<file path="config.mk">
export PLATFORM = sky130hd
export DESIGN_NAME = ldcfg_rx
export DESIGN_NICKNAME = d
export VERILOG_FILES = /design/src/ldcfg_pkg.sv /design/src/ldcfg_rx.sv
export SDC_FILE = /design/constraint.sdc
export NUM_CORES = 1
export LEC_CHECK = 0
export ABC_CLOCK_PERIOD_IN_PS = 6050
export BUFFER_PORTS_ARGS = -buffer_cell sky130_fd_sc_hd__buf_2
export CAP_MARGIN = 20
export CORE_ASPECT_RATIO = 0.9
export CORE_MARGIN = 4
export CORE_UTILIZATION = 55
export DETAILED_ROUTE_END_ITERATION = 8
export GPL_TIMING_DRIVEN = 1
export HOLD_SLACK_MARGIN = 0.06
export PLACE_DENSITY = 0.75
export SYNTH_ARGS = -nofsm -noshare
export SYNTH_HDL_FRONTEND = slang
export SYNTH_HIERARCHICAL = 1
export SYNTH_SLANG_ARGS = --single-unit
</file>
<file path="constraint.sdc">
create_clock -name ref_clk -period 6.05 [get_ports ref_clk]
set_input_delay 0.605 -clock ref_clk [delete_from_list [all_inputs] [get_ports ref_clk]]
set_output_delay 0.605 -clock ref_clk [all_outputs]
set_load 0.03 [all_outputs]
</file>
<file path="src/ldcfg_pkg.sv">
// Package of constants and types for the LED driver configuration receiver.
package ldcfg_pkg;

    // ************************************************************
    // Timing constants.
    // ************************************************************
    // The core clock runs at 250 MHz.
    localparam int REF_CLK_PERIOD_PS = 4000;
    // Assumed serial clock period, in ns; the idle limit is measured from it.
    localparam int SERIAL_CLK_PERIOD_NS = 100;
    // Serial clock periods of silence that abort a transfer.
    localparam int IDLE_ABORT_PERIODS = 95;
    // Least time rounds up to whole core cycles.
    localparam int IDLE_ABORT_CYCLES = (IDLE_ABORT_PERIODS *
        SERIAL_CLK_PERIOD_NS * 1000 + REF_CLK_PERIOD_PS - 1) /
        REF_CLK_PERIOD_PS;
    localparam int IDLE_CNT_W = 12;

    // ************************************************************
    // Packet layout.
    // ************************************************************
    localparam logic [5:0] HDR_CFG_LONG = 6'h23;
    localparam logic [5:0] HDR_CFG_SHORT = 6'h37;
    localparam logic [5:0] HDR_GS_LONG = 6'h3F;
    localparam logic [5:0] HDR_GS_SHORT = 6'h2B;
    localparam logic [5:0] HDR_DC_LONG = 6'h33;
    localparam logic [5:0] HDR_DC_SHORT = 6'h27;
    localparam int HDR_BITS = 6;
    localparam int LONG_SET_BITS = 48;
    localparam int SHORT_SET_BITS = 30;
    localparam int BIT_CNT_W = 16;

    // ************************************************************
    // Reset values and field positions.
    // ************************************************************
    localparam logic [9:0] MAIN_CFG_RESET = 10'h27E;
    localparam logic [2:0] RESERVED_CFG_RESET = 3'h7;
    localparam int CF_DIV_HI = 9;
    localparam int CF_DIV_LO = 8;
    localparam int CF_CORR_OFF = 7;
    localparam int CF_RANGE_HI = 6;
    localparam int CF_RANGE_LO = 5;
    localparam int CF_CNT_RESET = 4;
    localparam int CF_AUTO_SYNC = 3;
    localparam int CF_CKO_HI = 2;
    localparam int CF_CKO_LO = 1;
    localparam int CF_PARITY_EN = 0;
    localparam logic [1:0] RANGE_HIGH = 2'h3;
    localparam logic [1:0] CKO_INVERT = 2'h3;
    localparam logic [3:0] CORR_BITS_LONG = 4'h8;
    localparam logic [3:0] CORR_BITS_SHORT = 4'h6;
    localparam int FIFO_DEPTH = 16;

    // ************************************************************
    // Types.
    // ************************************************************
    typedef enum logic [4:0] {
        LDCFG_HUNT = 5'b00001,
        LDCFG_HDR = 5'b00010,
        LDCFG_PRE = 5'b00100,
        LDCFG_DATA = 5'b01000,
        LDCFG_SKIP = 5'b10000
    } ldcfg_state_t;

    // One decoded configuration word set.
    typedef struct packed {
        logic main_ok;
        logic [9:0] main_cfg;
        logic [2:0] reserved_cfg;
    } ldcfg_word_t;

endpackage

</file>
<file path="src/ldcfg_rx.sv">
// Configuration packet receiver for a three-channel PWM LED driver.
// Overview of operation
// - Grayscale clock is oscillator divided 1 to 128.
// - Clock-range field picks high or low range.
// - Correction width 8 or 6 bits by mode.
// - Correction uses multiplier, refresh rate kept.
// - Counter-reset bit resets PWM after configuration.
// - Auto sync applies new data at cycle end.
// - Manual sync restarts PWM cycle immediately.
// - Output clock is input clock, inverted when CKO field is 11.
// - Parity guards preamble when checking enabled.
// - Long format: 48-bit preamble, three 16-bit words.
// - Long header 100011 twice, zero address.
// - Chain count minus one sent twice in long format, once in short.
// - Four odd-parity flags over preamble fields.
// - Long main bank written only if copies match.
// - Reserved bank taken from payload bits 2:0.
// - Last device data first, own data last.
// - Short format: 30-bit preamble, 10-bit words.
// - Short preamble fields at their fixed positions.
// - Short main bank written only if copies match.
// - Data sampled on serial clock falling edge.
// - Header hunted after first one, retried.
// - Clock pause over 95 periods aborts transfer.
// - Main bank resets to 1001111110.
`timescale 1ns/1ps
`default_nettype none

// ************************************************************
// Word FIFO between receiver and apply logic.
// ************************************************************
module ldcfg_fifo #(
    parameter int WIDTH = 14,
    parameter int DEPTH = 16
) (
    input wire logic ref_clk,
    input wire logic rst,
    input wire logic [WIDTH-1:0] in_data,
    input wire logic in_valid,
    output logic in_ready,
    output logic [WIDTH-1:0] out_data,
    output logic out_valid,
    input wire logic out_ready
);
    localparam int AW = $clog2(DEPTH);
    logic [WIDTH-1:0] mem [DEPTH];
    logic [AW:0] wr_reg, wr_next, rd_reg, rd_next;
    logic full, empty;

    // Pointers carry one extra bit so full and empty differ.
    always_comb begin
        full = (wr_reg[AW] != rd_reg[AW]) &&
            (wr_reg[AW-1:0] == rd_reg[AW-1:0]);
        empty = (wr_reg == rd_reg);
        wr_next = wr_reg + ((in_valid && !full) ? 1'b1 : 1'b0);
        rd_next = rd_reg + ((out_ready && !empty) ? 1'b1 : 1'b0);
    end

    assign in_ready = !full;
    assign out_valid = !empty;
    assign out_data = mem[rd_reg[AW-1:0]];

    // Storage has no reset; only valid slots are ever read.
    always_ff @(posedge ref_clk) begin
        if (in_valid && !full) begin
            mem[wr_reg[AW-1:0]] <= in_data;
        end
    end

    // Pointer registers.
    always_ff @(posedge ref_clk or posedge rst) begin
        if (rst) begin
            wr_reg <= '0;
            rd_reg <= '0;
        end else begin
            wr_reg <= wr_next;
            rd_reg <= rd_next;
        end
    end
endmodule

// ************************************************************
// Top level receiver.
// ************************************************************
module ldcfg_rx
    import ldcfg_pkg::*;
(
    input wire logic ref_clk,
    input wire logic rst,
    input wire logic serial_clock_in,
    input wire logic serial_data_in,
    input wire logic pwm_cycle_end,
    input wire logic gray_mode_long,
    output logic serial_clock_out,
    output logic serial_data_out,
    output logic grayscale_clock_en,
    output logic grayscale_range_high,
    output logic correction_enable,
    output logic [3:0] correction_bits,
    output logic pwm_counter_reset,
    output logic pwm_restart,
    output logic parity_check_en,
    output logic [9:0] main_config_bank,
    output logic [2:0] reserved_config_bank
);
    // Odd-parity flags of a preamble agree with its fields.
    function automatic logic parity_ok(input logic [3:0] p,
        input logic [9:0] l, input logic [9:0] a, input logic [5:0] h);
        parity_ok = (p[0] == ^l) && (p[1] == ^a) && (p[2] == ^h) &&
            (p[3] == ^p[2:0]);
    endfunction

    // ********************************************************
    // Pin synchronisers and edge detection.
    // ********************************************************
    logic [2:0] sclk_sync_reg, sclk_sync_next;
    logic [2:0] sdat_sync_reg, sdat_sync_next;
    logic sclk_lvl_reg, sclk_lvl_next, sdat_lvl_reg, sdat_lvl_next;
    logic fall, any_edge;
    logic [IDLE_CNT_W-1:0] idle_reg, idle_next;
    logic idle_abort;

    // A level counts once the second and third stages agree.
    always_comb begin
        sclk_sync_next = {sclk_sync_reg[1:0], serial_clock_in};
        sdat_sync_next = {sdat_sync_reg[1:0], serial_data_in};
        sclk_lvl_next = (sclk_sync_reg[1] == sclk_sync_reg[2]) ?
            sclk_sync_reg[2] : sclk_lvl_reg;
        sdat_lvl_next = (sdat_sync_reg[1] == sdat_sync_reg[2]) ?
            sdat_sync_reg[2] : sdat_lvl_reg;
        fall = sclk_lvl_reg && !sclk_lvl_next;
        any_edge = sclk_lvl_reg != sclk_lvl_next;
        // A stalled clock aborts the transfer in progress.
        idle_abort = (idle_reg == IDLE_CNT_W'(IDLE_ABORT_CYCLES));
        if (any_edge) begin
            idle_next = '0;
        end else if (!idle_abort) begin
            idle_next = idle_reg + 1'b1;
        end else begin
            idle_next = idle_reg;
        end
    end

    always_ff @(posedge ref_clk or posedge rst) begin
        if (rst) begin
            sclk_sync_reg <= '0;
            sdat_sync_reg <= '0;
            sclk_lvl_reg <= 1'b0;
            sdat_lvl_reg <= 1'b0;
            idle_reg <= '0;
        end else begin
            sclk_sync_reg <= sclk_sync_next;
            sdat_sync_reg <= sdat_sync_next;
            sclk_lvl_reg <= sclk_lvl_next;
            sdat_lvl_reg <= sdat_lvl_next;
            idle_reg <= idle_next;
        end
    end

    // ********************************************************
    // Packet receiver.
    // ********************************************************
    ldcfg_state_t state_reg, state_next;
    logic [47:0] sr_reg, sr_next;
    logic [BIT_CNT_W-1:0] cnt_reg, cnt_next, total_reg, total_next;
    logic long_reg, long_next;
    logic push_reg, push_next;
    ldcfg_word_t word_reg, word_next, pop_word;
    logic fifo_in_ready, fifo_out_valid, fifo_pop;
    logic [47:0] sr_shift;
    logic [BIT_CNT_W-1:0] cnt_inc;
    logic [9:0] chain;
    logic pre_ok;

    always_comb begin
        state_next = state_reg;
        sr_next = sr_reg;
        cnt_next = cnt_reg;
        total_next = total_reg;
        long_next = long_reg;
        word_next = word_reg;
        push_next = push_reg && !fifo_in_ready;
        sr_shift = {sr_reg[46:0], sdat_lvl_reg};
        cnt_inc = cnt_reg + 1'b1;
        chain = sr_shift[9:0];
        // Long-format preamble copies must agree; parity is checked in both formats when enabled.
        if (long_reg) begin
            pre_ok = (sr_shift[47:42] == HDR_CFG_LONG) &&
                (sr_shift[31:26] == HDR_CFG_LONG) &&
                (sr_shift[41:32] == 10'h000) &&
                (sr_shift[25:16] == sr_shift[9:0]) &&
                (!main_config_bank[CF_PARITY_EN] ||
                parity_ok(sr_shift[15:12], sr_shift[25:16],
                sr_shift[41:32], sr_shift[47:42]));
        end else begin
            pre_ok = (sr_shift[29:24] == HDR_CFG_SHORT) &&
                (sr_shift[19:10] == 10'h000) &&
                (!main_config_bank[CF_PARITY_EN] ||
                parity_ok(sr_shift[23:20], sr_shift[9:0],
                sr_shift[19:10], sr_shift[29:24]));
        end
        if (idle_abort && state_reg != LDCFG_HUNT) begin
            state_next = LDCFG_HUNT;
        end else if (fall) begin
            case (state_reg)
                LDCFG_HUNT: begin
                    // A pending word holds off the next packet.
                    if (sdat_lvl_reg && !push_reg) begin
                        sr_next = 48'h0000_0000_0001;
                        cnt_next = BIT_CNT_W'(1);
                        state_next = LDCFG_HDR;
                    end
                end
                LDCFG_HDR: begin
                    sr_next = sr_shift;
                    cnt_next = cnt_inc;
                    if (cnt_inc == BIT_CNT_W'(HDR_BITS)) begin
                        if (sr_shift[5:0] == HDR_CFG_LONG ||
                            sr_shift[5:0] == HDR_CFG_SHORT) begin
                            long_next = sr_shift[5:0] == HDR_CFG_LONG;
                            state_next = LDCFG_PRE;
                        end else if (sr_shift[5:0] == HDR_GS_LONG ||
                            sr_shift[5:0] == HDR_GS_SHORT ||
                            sr_shift[5:0] == HDR_DC_LONG ||
                            sr_shift[5:0] == HDR_DC_SHORT) begin
                            state_next = LDCFG_SKIP;
                        end else begin
                            state_next = LDCFG_HUNT;
                        end
                    end
                end
                LDCFG_PRE: begin
                    sr_next = sr_shift;
                    cnt_next = cnt_inc;
                    if (cnt_inc == BIT_CNT_W'(long_reg ? LONG_SET_BITS :
                        SHORT_SET_BITS)) begin
                        cnt_next = '0;
                        total_next = BIT_CNT_W'((chain + 11'd1) *
                            (long_reg ? 6'd48 : 6'd30));
                        state_next = pre_ok ? LDCFG_DATA : LDCFG_SKIP;
                    end
                end
                LDCFG_DATA: begin
                    sr_next = sr_shift;
                    cnt_next = cnt_inc;
                    // Own word set is the last one in the packet.
                    if (cnt_inc == total_reg) begin
                        if (long_reg) begin
                            word_next.main_cfg = sr_shift[41:32];
                            word_next.main_ok =
                                sr_shift[41:32] == sr_shift[25:16];
                        end else begin
                            word_next.main_cfg = sr_shift[29:20];
                            word_next.main_ok =
                                sr_shift[29:20] == sr_shift[19:10];
                        end
                        word_next.reserved_cfg = sr_shift[2:0];
                        push_next = 1'b1;
                        state_next = LDCFG_SKIP;
                    end
                end
                LDCFG_SKIP: begin
                    state_next = LDCFG_SKIP;
                end
                default: begin
                    state_next = LDCFG_HUNT;
                end
            endcase
        end
    end

    always_ff @(posedge ref_clk or posedge rst) begin
        if (rst) begin
            state_reg <= LDCFG_HUNT;
            sr_reg <= '0;
            cnt_reg <= '0;
            total_reg <= '0;
            long_reg <= 1'b0;
            push_reg <= 1'b0;
            word_reg <= '0;
        end else begin
            state_reg <= state_next;
            sr_reg <= sr_next;
            cnt_reg <= cnt_next;
            total_reg <= total_next;
            long_reg <= long_next;
            push_reg <= push_next;
            word_reg <= word_next;
        end
    end

    ldcfg_fifo #(.WIDTH($bits(ldcfg_word_t)), .DEPTH(FIFO_DEPTH)) u_fifo (
        .ref_clk(ref_clk),
        .rst(rst),
        .in_data(word_reg),
        .in_valid(push_reg),
        .in_ready(fifo_in_ready),
        .out_data(pop_word),
        .out_valid(fifo_out_valid),
        .out_ready(fifo_pop)
    );

    // ********************************************************
    // Apply logic and outputs.
    // ********************************************************
    logic [9:0] main_next;
    logic [2:0] resv_next;
    logic [6:0] div_reg, div_next;
    logic [2:0] div_log2;
    logic grayscale_clock_next, cko_next, rst_pulse_next, restart_next;
    logic [3:0] corr_bits_next;

    // Auto sync waits for the running PWM cycle to finish; manual does not.
    assign fifo_pop = fifo_out_valid &&
        (!main_config_bank[CF_AUTO_SYNC] || pwm_cycle_end);

    always_comb begin
        main_next = main_config_bank;
        resv_next = reserved_config_bank;
        rst_pulse_next = 1'b0;
        restart_next = 1'b0;
        if (fifo_pop) begin
            if (pop_word.main_ok) begin
                main_next = pop_word.main_cfg;
            end
            resv_next = pop_word.reserved_cfg;
            rst_pulse_next = main_next[CF_CNT_RESET];
            restart_next = !main_config_bank[CF_AUTO_SYNC];
        end
        // Divide field counts down from fastest; low range adds 16x.
        div_log2 = {main_config_bank[CF_RANGE_HI:CF_RANGE_LO] != RANGE_HIGH,
            ~main_config_bank[CF_DIV_HI:CF_DIV_LO]};
        div_next = div_reg + 1'b1;
        grayscale_clock_next = &(div_reg | ~((7'h01 << div_log2) - 7'h01));
        // Forwarding inverted balances duty along the chain.
        cko_next = (main_config_bank[CF_CKO_HI:CF_CKO_LO] == CKO_INVERT) ?
            !sclk_lvl_reg : sclk_lvl_reg;
        // Multiplier width follows the grayscale mode.
        corr_bits_next = gray_mode_long ? CORR_BITS_LONG :
            CORR_BITS_SHORT;
    end

    always_ff @(posedge ref_clk or posedge rst) begin
        if (rst) begin
            main_config_bank <= MAIN_CFG_RESET;
            reserved_config_bank <= RESERVED_CFG_RESET;
            div_reg <= '0;
            grayscale_clock_en <= 1'b0;
            grayscale_range_high <= 1'b1;
            serial_clock_out <= 1'b0;
            serial_data_out <= 1'b0;
            correction_enable <= 1'b1;
            correction_bits <= CORR_BITS_LONG;
            pwm_counter_reset <= 1'b0;
            pwm_restart <= 1'b0;
            parity_check_en <= 1'b0;
        end else begin
            main_config_bank <= main_next;
            reserved_config_bank <= resv_next;
            div_reg <= div_next;
            grayscale_clock_en <= grayscale_clock_next;
            grayscale_range_high <=
                main_config_bank[CF_RANGE_HI:CF_RANGE_LO] == RANGE_HIGH;
            serial_clock_out <= cko_next;
            serial_data_out <= sdat_lvl_reg;
            correction_enable <= !main_config_bank[CF_CORR_OFF];
            correction_bits <= corr_bits_next;
            pwm_counter_reset <= rst_pulse_next;
            pwm_restart <= restart_next;
            parity_check_en <= main_config_bank[CF_PARITY_EN];
        end
    end
endmodule

`default_nettype wire

</file>
After elaboration in Yosys (flattened, before gate mapping) --
Memories as Yosys holds them, arrays and structs flattened. Cells that the tools add are included.
Storage, ports and cells: bits in registers 162, bits in writable memories 224, input port bits 6, output and inout bits 25, logic and storage cells 181, memories kept 1
Operators by class: add/sub/neg operators 7, $mul 1, equal/unequal tests 45, shifts and indexed selects 1, multiplexer cells 35, bitwise operators 4, reduce and logical (&&, ||, !) cells 58
Memories:
- u_fifo.mem | words 16, width 14, rd ports 1, clocked after Yosys merged registers in 0, write ports 1, line ldcfg_rx.sv:46 | logic [WIDTH-1:0] mem [DEPTH];
Operators by type and width (count):
- 47-bit one-hot mux with 2 select lines | 1
- 6-bit == test, second input constant | 9
- 5-bit two-way mux | 10
- 16-bit one-hot mux with 3 select lines | 1
- 47-bit two-way mux | 1
- 10-bit parity | 4
- 16-bit two-way mux | 2
- 10-bit == test | 3
- 5-bit one-hot mux with 5 select lines | 1
- 12-bit two-way mux | 2
- 1-bit logical AND | 20
- 10-bit logical NOT | 2
- 16-bit by 1-bit adder with 16-bit output, second input constant | 1
- 16-bit == test | 1
- 16-bit by 3-bit == test with 1-bit output, second input constant | 1
- 16-bit by 6-bit == test with 1-bit output | 1
- 11-bit by 6-bit multiplier with 16-bit output | 1
- 4-bit AND reduction | 4
- 1-bit two-way mux | 13
- 12-bit by 1-bit adder with 12-bit output, second input constant | 1
- 12-bit == test, second input constant | 1
- 6-bit two-way mux | 2
- 3-bit != test, second input constant | 4
- 6-bit parity | 2
- other kinds (33) | 63

Longest topological paths before layout --
Gate-level depths: netlist (run 1).
depth in word-level cells 13, mapped depth 21, depth with buffers taken out 19

Hierarchy --
The synthesis (run 1) kept the hierarchy.
Modules (own cells, without submodules):
- ldcfg_rx | instances 1, cells each 991, area an instance 9831.9 µm², seq. area each 3746.1 µm²
- ldcfg_fifo | instances 1, cells each 442, area an instance 9187.6 µm², seq. area each 6976.7 µm²

Worst setup path before layout (run 1) --
No wires, ideal clock.
kind register to register, start point reg long_reg, end point reg total_reg[15], library setup time 0.125 ns, arrival 4.790 ns, required time 5.925 ns, path slack 1.135 ns, stages on the path, launching flop included 19, buffers on the path 4, cells stage by stage dfrtp_1 clkbuf_1 clkbuf_1 clkbuf_1 clkbuf_1 nand2_1 fa_1 fa_1 fa_1 inv_1 ha_1 a21o_1 a21oi_1 o21a_1 nor3_1 a41oi_1 a21oi_1 xnor2_1 mux2_2
On the way: cells in the longest elaborated chain, start to end 3, elaborated cells on any way between the ends 5, classes of those cells mul: 1; eq/ne: 1; mux: 2; reduce/logical: 1
Ends and longest elaborated chain:
- start: declaration | line ldcfg_rx.sv:166 | logic long_reg, long_next;
- start signal: assignment | line ldcfg_rx.sv:286 | long_reg <= long_next;
- parallel branches: the longest is 3 deep, another holds 11-bit by 6-bit multiplier with 16-bit output
- end signal: assignment | line ldcfg_rx.sv:285 | total_reg <= total_next;
- end: declaration | line ldcfg_rx.sv:165 | logic [BIT_CNT_W-1:0] cnt_reg, cnt_next, total_reg, total_next;
Several ways; the timed one is not identified. A chain may end at the register's enable or synchronous reset.

Worst setup path after layout (run 1) --
start point reg sdat_lvl_reg, end point reg total_reg[14]
On the way: cells in the longest elaborated chain, start to end 2
Ends and longest elaborated chain:
- start: declaration | line ldcfg_rx.sv:118 | logic sclk_lvl_reg, sclk_lvl_next, sdat_lvl_reg, sdat_lvl_next;
- start signal: assignment | line ldcfg_rx.sv:155 | sdat_lvl_reg <= sdat_lvl_next;
- 10-bit by 1-bit adder with 11-bit output | line ldcfg_rx.sv:238 | total_next = BIT_CNT_W'((chain + 11'd1) *
- 11-bit by 6-bit multiplier with 16-bit output | line ldcfg_rx.sv:238
No other way between the ends.

==> results.cfg, run 1 <==
[grt]
gr-usage-met3_pct = 3.378
grt_use_total_pct = 21.56
antenna_found_initial = 0
grt_use_met1_pct = 30.81
grt_pass1_vias = 11400
grt_pass1_wl_mm = 63.96
grt-ovfl-total = 0
grtUsageMet2_pct = 35.72
grt_max_degree = 81
top_usage_layer = met2

[yosys]
syn-cell-area_sq_um = 19020
yosysWarningCount = 6
synth_nets = 1526
synthCells = 1433
synth.distinct_cells = 77
yosysSeqAreaShare_pct = 56.38
synth_edf_count = 224
ys_ff_latch = 383
synthFlopType = edfxtp_1
async_flop_share_pct = 41.51
avgSynthCellArea_sq_um = 13.27

[floorplan]
core_sq_um = 34030
die_h_microns = 184.4
io_pins = 31
row_count = 64
start_util_pct = 55.89
die_w_microns = 204.0
die-area_sq_um = 37620

[sta]
setup_viol = 0
slew_headroom_pct = 26.82
fin_ws_ns = 0.9821
fmax_mhz = 197.3
fin_hold_ws_ns = 0.07982
final.setup.tns_ns = 0
finalHoldViolCount = 0
finalCritPeriodShare_pct = 83.77
fin_crit_ns = 5.068
worst-slew-pin-transition_ns = 1.098
maxSlewViolCount = 0
rsz0062_at_grt = no
skew_ns = 0.01444

[detailed_routing]
wl_per_cell_microns = 20.58
avgViaCountPerCell = 5.937
routed_wl_mm = 39.80
antenna_left = 0
vias = 11480
drtIter0Drc = 950
drtPass1Iterations = 5
drcViolationCount = 0

[power_and_ir_drop]
power_frac_seq_pct = 44.7
power_density_nw_per_um2 = 304.3
power_mw = 6.372
clockPowerShare_pct = 37.7
worst_ir_drop_vdd_v = 0.0002005
power.switching_mw = 1.733
sw_frac_of_total_pct = 27.19
p_int_mw = 4.639
leakagePower_nw = 8.031
power_frac_comb_pct = 17.6

[finish]
drive_gt1_share_pct = 16.30
synthToLayoutAreaGrowth_pct = 10.09
stdcell_count = 1934
largest_register_ffs = 224
final_nets = 1532
n_antenna_cell = 0

[clock_tree]
clockBufferDepth = 3
cts_tree = built
cts_sinks = 383
cts_max_level = 2
cts_resized = 0
path_clk_slew_ns = 0.06
post-cts-setup-buffer-count = 0
postCtsHoldBufs = 0
cts_buffers = 41
ctsRootBufferMaster = clkbuf_16
clkLatencyLatePin_ns = 0.54

[placement]
dp.cells = 1857
io_buffers = 29
place_congestion = 0.8834
dp_slack_ns = 1.033
hpwl_mm = 24.81

[setup_path]
arrival_ns = 5.54
start_kind = flip-flop
critPathKind = reg -> reg
cp.required_ns = 6.52
path_max_fanout = 9
end_kind = flip-flop

[run]
max_cap_viol_count = 0

[hold_path]
hold_path.class = in -> async

[status]
outcome = finished clean
critical path, stage by stage, from the launching register on:
cell      delay [ns]
dfrtp_1         0.56
ha_1            0.36
xor2_1          0.31
and2_1          0.23
inv_1           0.07
fa_1            0.50
fa_1            0.51
fa_1            0.54
fa_1            0.47
inv_1           0.07
a21oi_1         0.05
o21ai_0         0.25
a21o_1          0.16
a21o_1          0.17
a31oi_1         0.13
o311ai_0        0.38
mux2_2          0.22
cell usage in the layout, fill, tap and decap left out, drive strengths merged, types with 17 or more instances in the layout:
master / instances
a21oi: 23
a22o: 48
and2: 17
buf: 45
clkbuf: 48
clkinv: 20
dfrtp: 145
edfxtp: 224
fa: 23
ha: 64
inv: 103
mux2: 45
mux2i: 50
mux4: 42
nand2: 84
nand3: 26
nand4: 25
nor2: 49
nor3: 25
nor4: 22
o21ai: 43
xnor2: 77
xor2: 57
routing by layer:
layer	vias to the layer above	part of all wire (%)
li1	5271	-
met1	5800	44
met2	361	49
met3	50	6.2
met4	0	1.4
met5	-	0
area by class of cell:
cell class / instances / area, sq um
clock buffers: 48 / 1072
clock inverters: 28 / 247.7
fillers: 2545 / 13090
inverters: 102 / 387.9
multi-input cells: 866 / 7656
flip-flops and latches: 383 / 10730
well taps: 462 / 578.1
repair buffers: 45 / 269.0
synth_stat cells, types with 9 or more instances:
| cell type | instances | share of area (%) |
|---|---|---|
| clkbuf_1 | 46 | 0.91 |
| a32oi_1 | 15 | 0.69 |
| mux4_2 | 42 | 5.0 |
| a22o_1 | 48 | 2.2 |
| and2_1 | 16 | 0.53 |
| mux2i_1 | 50 | 2.6 |
| nor2_1 | 49 | 0.97 |
| and3_1 | 14 | 0.46 |
| buf_2 | 17 | 0.45 |
| inv_1 | 102 | 2.0 |
| nor4_1 | 19 | 0.62 |
| o21ai_1 | 13 | 0.34 |
| nand3b_1 | 9 | 0.36 |
| nor3_1 | 24 | 0.63 |
| fa_1 | 23 | 2.4 |
| dfrtp_1 | 145 | 19 |
| nand3_1 | 25 | 0.66 |
| nand4_1 | 24 | 0.79 |
| dfstp_2 | 14 | 1.9 |
| a21o_1 | 12 | 0.47 |
| o21ai_0 | 30 | 0.79 |
| a21oi_1 | 23 | 0.61 |
| edfxtp_1 | 224 | 35 |
| nand2_1 | 84 | 1.7 |
| xnor2_1 | 77 | 3.5 |
| mux2_2 | 45 | 2.7 |
| a22oi_1 | 15 | 0.59 |
| ha_1 | 64 | 4.2 |
| xor2_1 | 57 | 2.6 |
cell families after synthesis:
group	synth area share, %
compound gates	7.658
xor+xnor	6.407
fa+ha+maj	6.684
buf+inv	4.177
flops	56.38
mux	10.27
other cells	0.01972
simple gates	8.407
through the flow:
stage / utilization (%) / area (sq um)
2_1_floorplan: - / 19020
3_3_place_gp: 57.61 / 19610
3_5_place_dp: 57.61 / 19610
4_1_cts: 61.49 / 20930
5_1_grt: 61.53 / 20940
6_report: 61.53 / 20940
worst paths after layout:
check	from	end	slack, ns	cells past startpoint
worst max-delay path	sdat_lvl_reg$_DFFE_PP0N_	total_reg[14]$_DFFE_PP0P_	0.98	16
worst min-delay path	rst	u_fifo/wr_reg[3]$_DFF_PP0_	0.08	2
worst max register to register	sdat_lvl_reg$_DFFE_PP0N_	total_reg[14]$_DFFE_PP0P_	0.98	16
worst min register to register	sdat_sync_reg[0]$_DFF_PP0_	sdat_sync_reg[1]$_DFF_PP0_	0.34	0
max in group asynchronous	rst	sr_reg[14]$_DFFE_PP0P_	4.43	3
min in group ref_clk	gray_mode_long	correction_bits[3]$_DFF_PP1_	0.18	1
power groups by stage:
stage	Combinational, mW	Sequential [mW]	Clock (mW)
2_1_floorplan	0.925	2.88	0
3_3_place_gp	1.11	2.89	0
3_5_place_dp	1.14	2.89	0
4_1_cts	1.15	2.84	2.45
5_1_grt	1.30	2.85	2.58
6_report	1.12	2.85	2.40
No activity file was read; power rests on OpenSTA's default activity.
==> inputs of run 2 (changes only) <==
Settings changed: ABC_AREA set to 1, ABC_CLOCK_PERIOD_IN_PS 6050 to 5300.
Clock period 6.05 ns to 5.3 ns, I/O delays scaled along.
==> run 2 against run 1 <==
Against the previous run: critical path type unchanged; utilization decreased by 0.63 points; count of clock-buffer cells in the layout up 13; clock skew up 0.013 ns.
==> results.cfg, run 2 <==
[status]
outcome = finished clean

[setup_path]
crit_family = adder cells
cp_common_cell = inv_1
timing.rr.end = total_reg[15]$_DFFE_PP0P_
rrSetupSlack_ns = 0.54
slowest_stage = fa_1
end_kind = flip-flop
r2r-start = sr_reg[1]$_DFFE_PP0P_
arrival_ns = 5.18
path_max_fanout = 6
crit_chain = inv_1 -> nor3_1 -> nand4_1 -> nor4_1 -> xor2_1 -> nor2_1 -> fa_1 -> inv_1 -> fa_1 -> fa_1 -> inv_1 -> ha_1 -> a21o_1 -> nand3_1 -> nand4_1 -> xor2_1 -> o21ai_0 -> inv_1
crit_buf_inv = 4
start_kind = flip-flop
critPathKind = reg -> reg
r2r.worst_path.cells = 18
cp.required_ns = 5.72
slowest_delay_ns = 0.58

[clock_tree]
cts_tree = built
post-cts-setup-buffer-count = 0
postCtsHoldBufs = 3
cts_max_level = 2
ctsRootBufferMaster = clkbuf_16
clockBufferDepth = 3
cts_buffers = 41
path_clk_slew_ns = 0.06
cts_sinks = 383
cts_resized = 0
clkLatencyLatePin_ns = 0.56

[yosys]
synth_top_area_share_pct = 33.24
yosysWarningCount = 6
avgSynthCellArea_sq_um = 8.824
synth_common_cells = nand2_1 (626), inv_1 (428), edfxtp_1 (224), nand3_1 (207), dfrtp_1 (145)
yosysSeqAreaShare_pct = 53.00
synth.distinct_cells = 52
synth_edf_count = 224
synth_nets = 2386
synth_top_cells_by_area = edfxtp_1 (33%), dfrtp_1 (18%), nand2_1 (12%), inv_1 (7.9%), nand3_1 (5.1%)
synthMostInstantiatedCell = nand2_1
async_flop_share_pct = 41.51
ys_ff_latch = 383
yosysTopAreaCell = edfxtp_1
syn-cell-area_sq_um = 20230
synthFlopType = edfxtp_1
synthCells = 2293

[sta]
finalHoldViolCount = 0
fmax_mhz = 210.1
maxSlewViolCount = 0
finalCritPeriodShare_pct = 89.80
setup_viol = 0
skew_ns = 0.02759
worst-slew-pin-transition_ns = 0.9087
slew_headroom_pct = 39.25
fin_crit_ns = 4.759
rsz0062_at_grt = no
final.setup.tns_ns = 0

[finish]
synthToLayoutAreaGrowth_pct = 9.109
largest_register_ffs = 224
n_antenna_cell = 0
stdcell_count = 2828
most-common-layout-cells = nand2_1 (626), inv_1 (427), edfxtp_1 (224)
drive_gt1_share_pct = 7.100
final_nets = 2412
postLayoutCellArea_sq_um = 22080
final_common_cell = nand2_1
fill_cells = 3007

[floorplan]
die_w_microns = 210.2
die_h_microns = 190.0
die-area_sq_um = 39920
row_count = 66
start_util_pct = 55.81
io_pins = 31
core_sq_um = 36250

[placement]
dp.cells = 2748
place_congestion = 0.9261
place_area_sq_um = 20770
io_buffers = 29
hpwl_mm = 30.15

[detailed_routing]
routed_wl_mm = 45.81
drtPass1Iterations = 5
antenna_left = 0
vias = 15090
drcViolationCount = 0
drtIter0Drc = 1106
avgViaCountPerCell = 5.336
wl_per_cell_microns = 16.20

[power_and_ir_drop]
power_density_nw_per_um2 = 423.1
worst_ir_drop_vdd_v = 0.0002710
leakagePower_nw = 10.85

[hold_path]
worstHoldStart = serial_data_in
hold_path.class = in -> reg
hold_depth = 1
worstHoldEndpoint = sdat_sync_reg[0]$_DFF_PP0_

[grt]
grt_use_total_pct = 23.11
grt-ovfl-total = 0
grt_pass1_vias = 14690
grt_max_degree = 67
grt_pass1_wl_mm = 75.26
antenna_found_initial = 0

[run]
max_cap_viol_count = 0
run 2: per-stage QoR:
step	power [mW]	worst slack, ns	utilization (%)	hold WS [ns]
global placement	6.608	0.7055	57.28	0.3379
global route	9.981	0.1230	60.90	0.07542
finish	9.340	0.5408	60.90	0.08934
floorplan	5.916	0.7851	-	0.3312
detailed placement	6.677	0.6058	57.28	0.3443
CTS	9.416	0.5407	60.85	0.06455
run 2: power by group:
group | leakage [nW] | internal, mW | switching, mW | total (mW)
Sequential | 3.64 | 3.31 | 0.231 | 3.54
Combinational | 6.60 | 1.02 | 2.07 | 3.08
Clock | 0.614 | 1.55 | 1.17 | 2.72
run 2: area by class of cell:
type,instances,area [sq um],area share [%]
flip-flops and latches,383,10730,48.59
multi-input cells,1394,7441,33.71
inverters,439,1654,7.493
clock buffers,61,1142,5.175
well taps,476,595.6,2.698
repair buffers,60,392.9,1.780
clock inverters,15,122.6,0.5554
run 2: cells by family after synthesis:
| family | synth area share (%) |
|---|---|
| and+or+nand+nor | 22.12 |
| other | 0.01853 |
| buffers and inverters | 10.23 |
| xor gates and xnor gates | 2.857 |
| muxes | 0.4391 |
| DFF | 53.00 |
| adders and majority gates | 6.283 |
| AOI/OAI and AO/OA | 5.058 |
run 2: worst reg2reg max path, stage by stage (launching register included):
cell and delay [ns]:
dfrtp_1 0.47, inv_1 0.16, nor3_1 0.35, nand4_1 0.21, nor4_1 0.27, xor2_1 0.31, nor2_1 0.15, fa_1 0.58
inv_1 0.05, fa_1 0.44, fa_1 0.49, inv_1 0.04, ha_1 0.33, a21o_1 0.21, nand3_1 0.07, nand4_1 0.11
xor2_1 0.17, o21ai_0 0.16, inv_1 0.06
run 2: worst max-delay path by stage:
stage,startpoint,end,slack (ns),cells after the start
after CTS,sdat_lvl_reg$_DFFE_PP0N_,total_reg[15]$_DFFE_PP0P_,0.54,18
after global placement,sdat_lvl_reg$_DFFE_PP0N_,total_reg[15]$_DFFE_PP0P_,0.71,18
after global routing,sr_reg[1]$_DFFE_PP0P_,total_reg[13]$_DFFE_PP0P_,0.12,18
after floorplan,rst,cnt_reg[0]$_DFFE_PP0P_,0.79,1
final,sr_reg[1]$_DFFE_PP0P_,total_reg[15]$_DFFE_PP0P_,0.54,18
after detailed placement,sdat_lvl_reg$_DFFE_PP0N_,total_reg[15]$_DFFE_PP0P_,0.61,18
run 2: per-layer routing:
metal / vias up / part of all wire, % / routed length [microns] / global-route usage (%)
li1: 7371 / - / - / -
met1: 7171 / 43 / 19810 / 31.62
met2: 465 / 48 / 21900 / 38.41
met3: 83 / 6.5 / 2992 / 3.858
met4: 0 / 2.4 / 1105 / 6.775
met5: - / 0 / 0 / 0
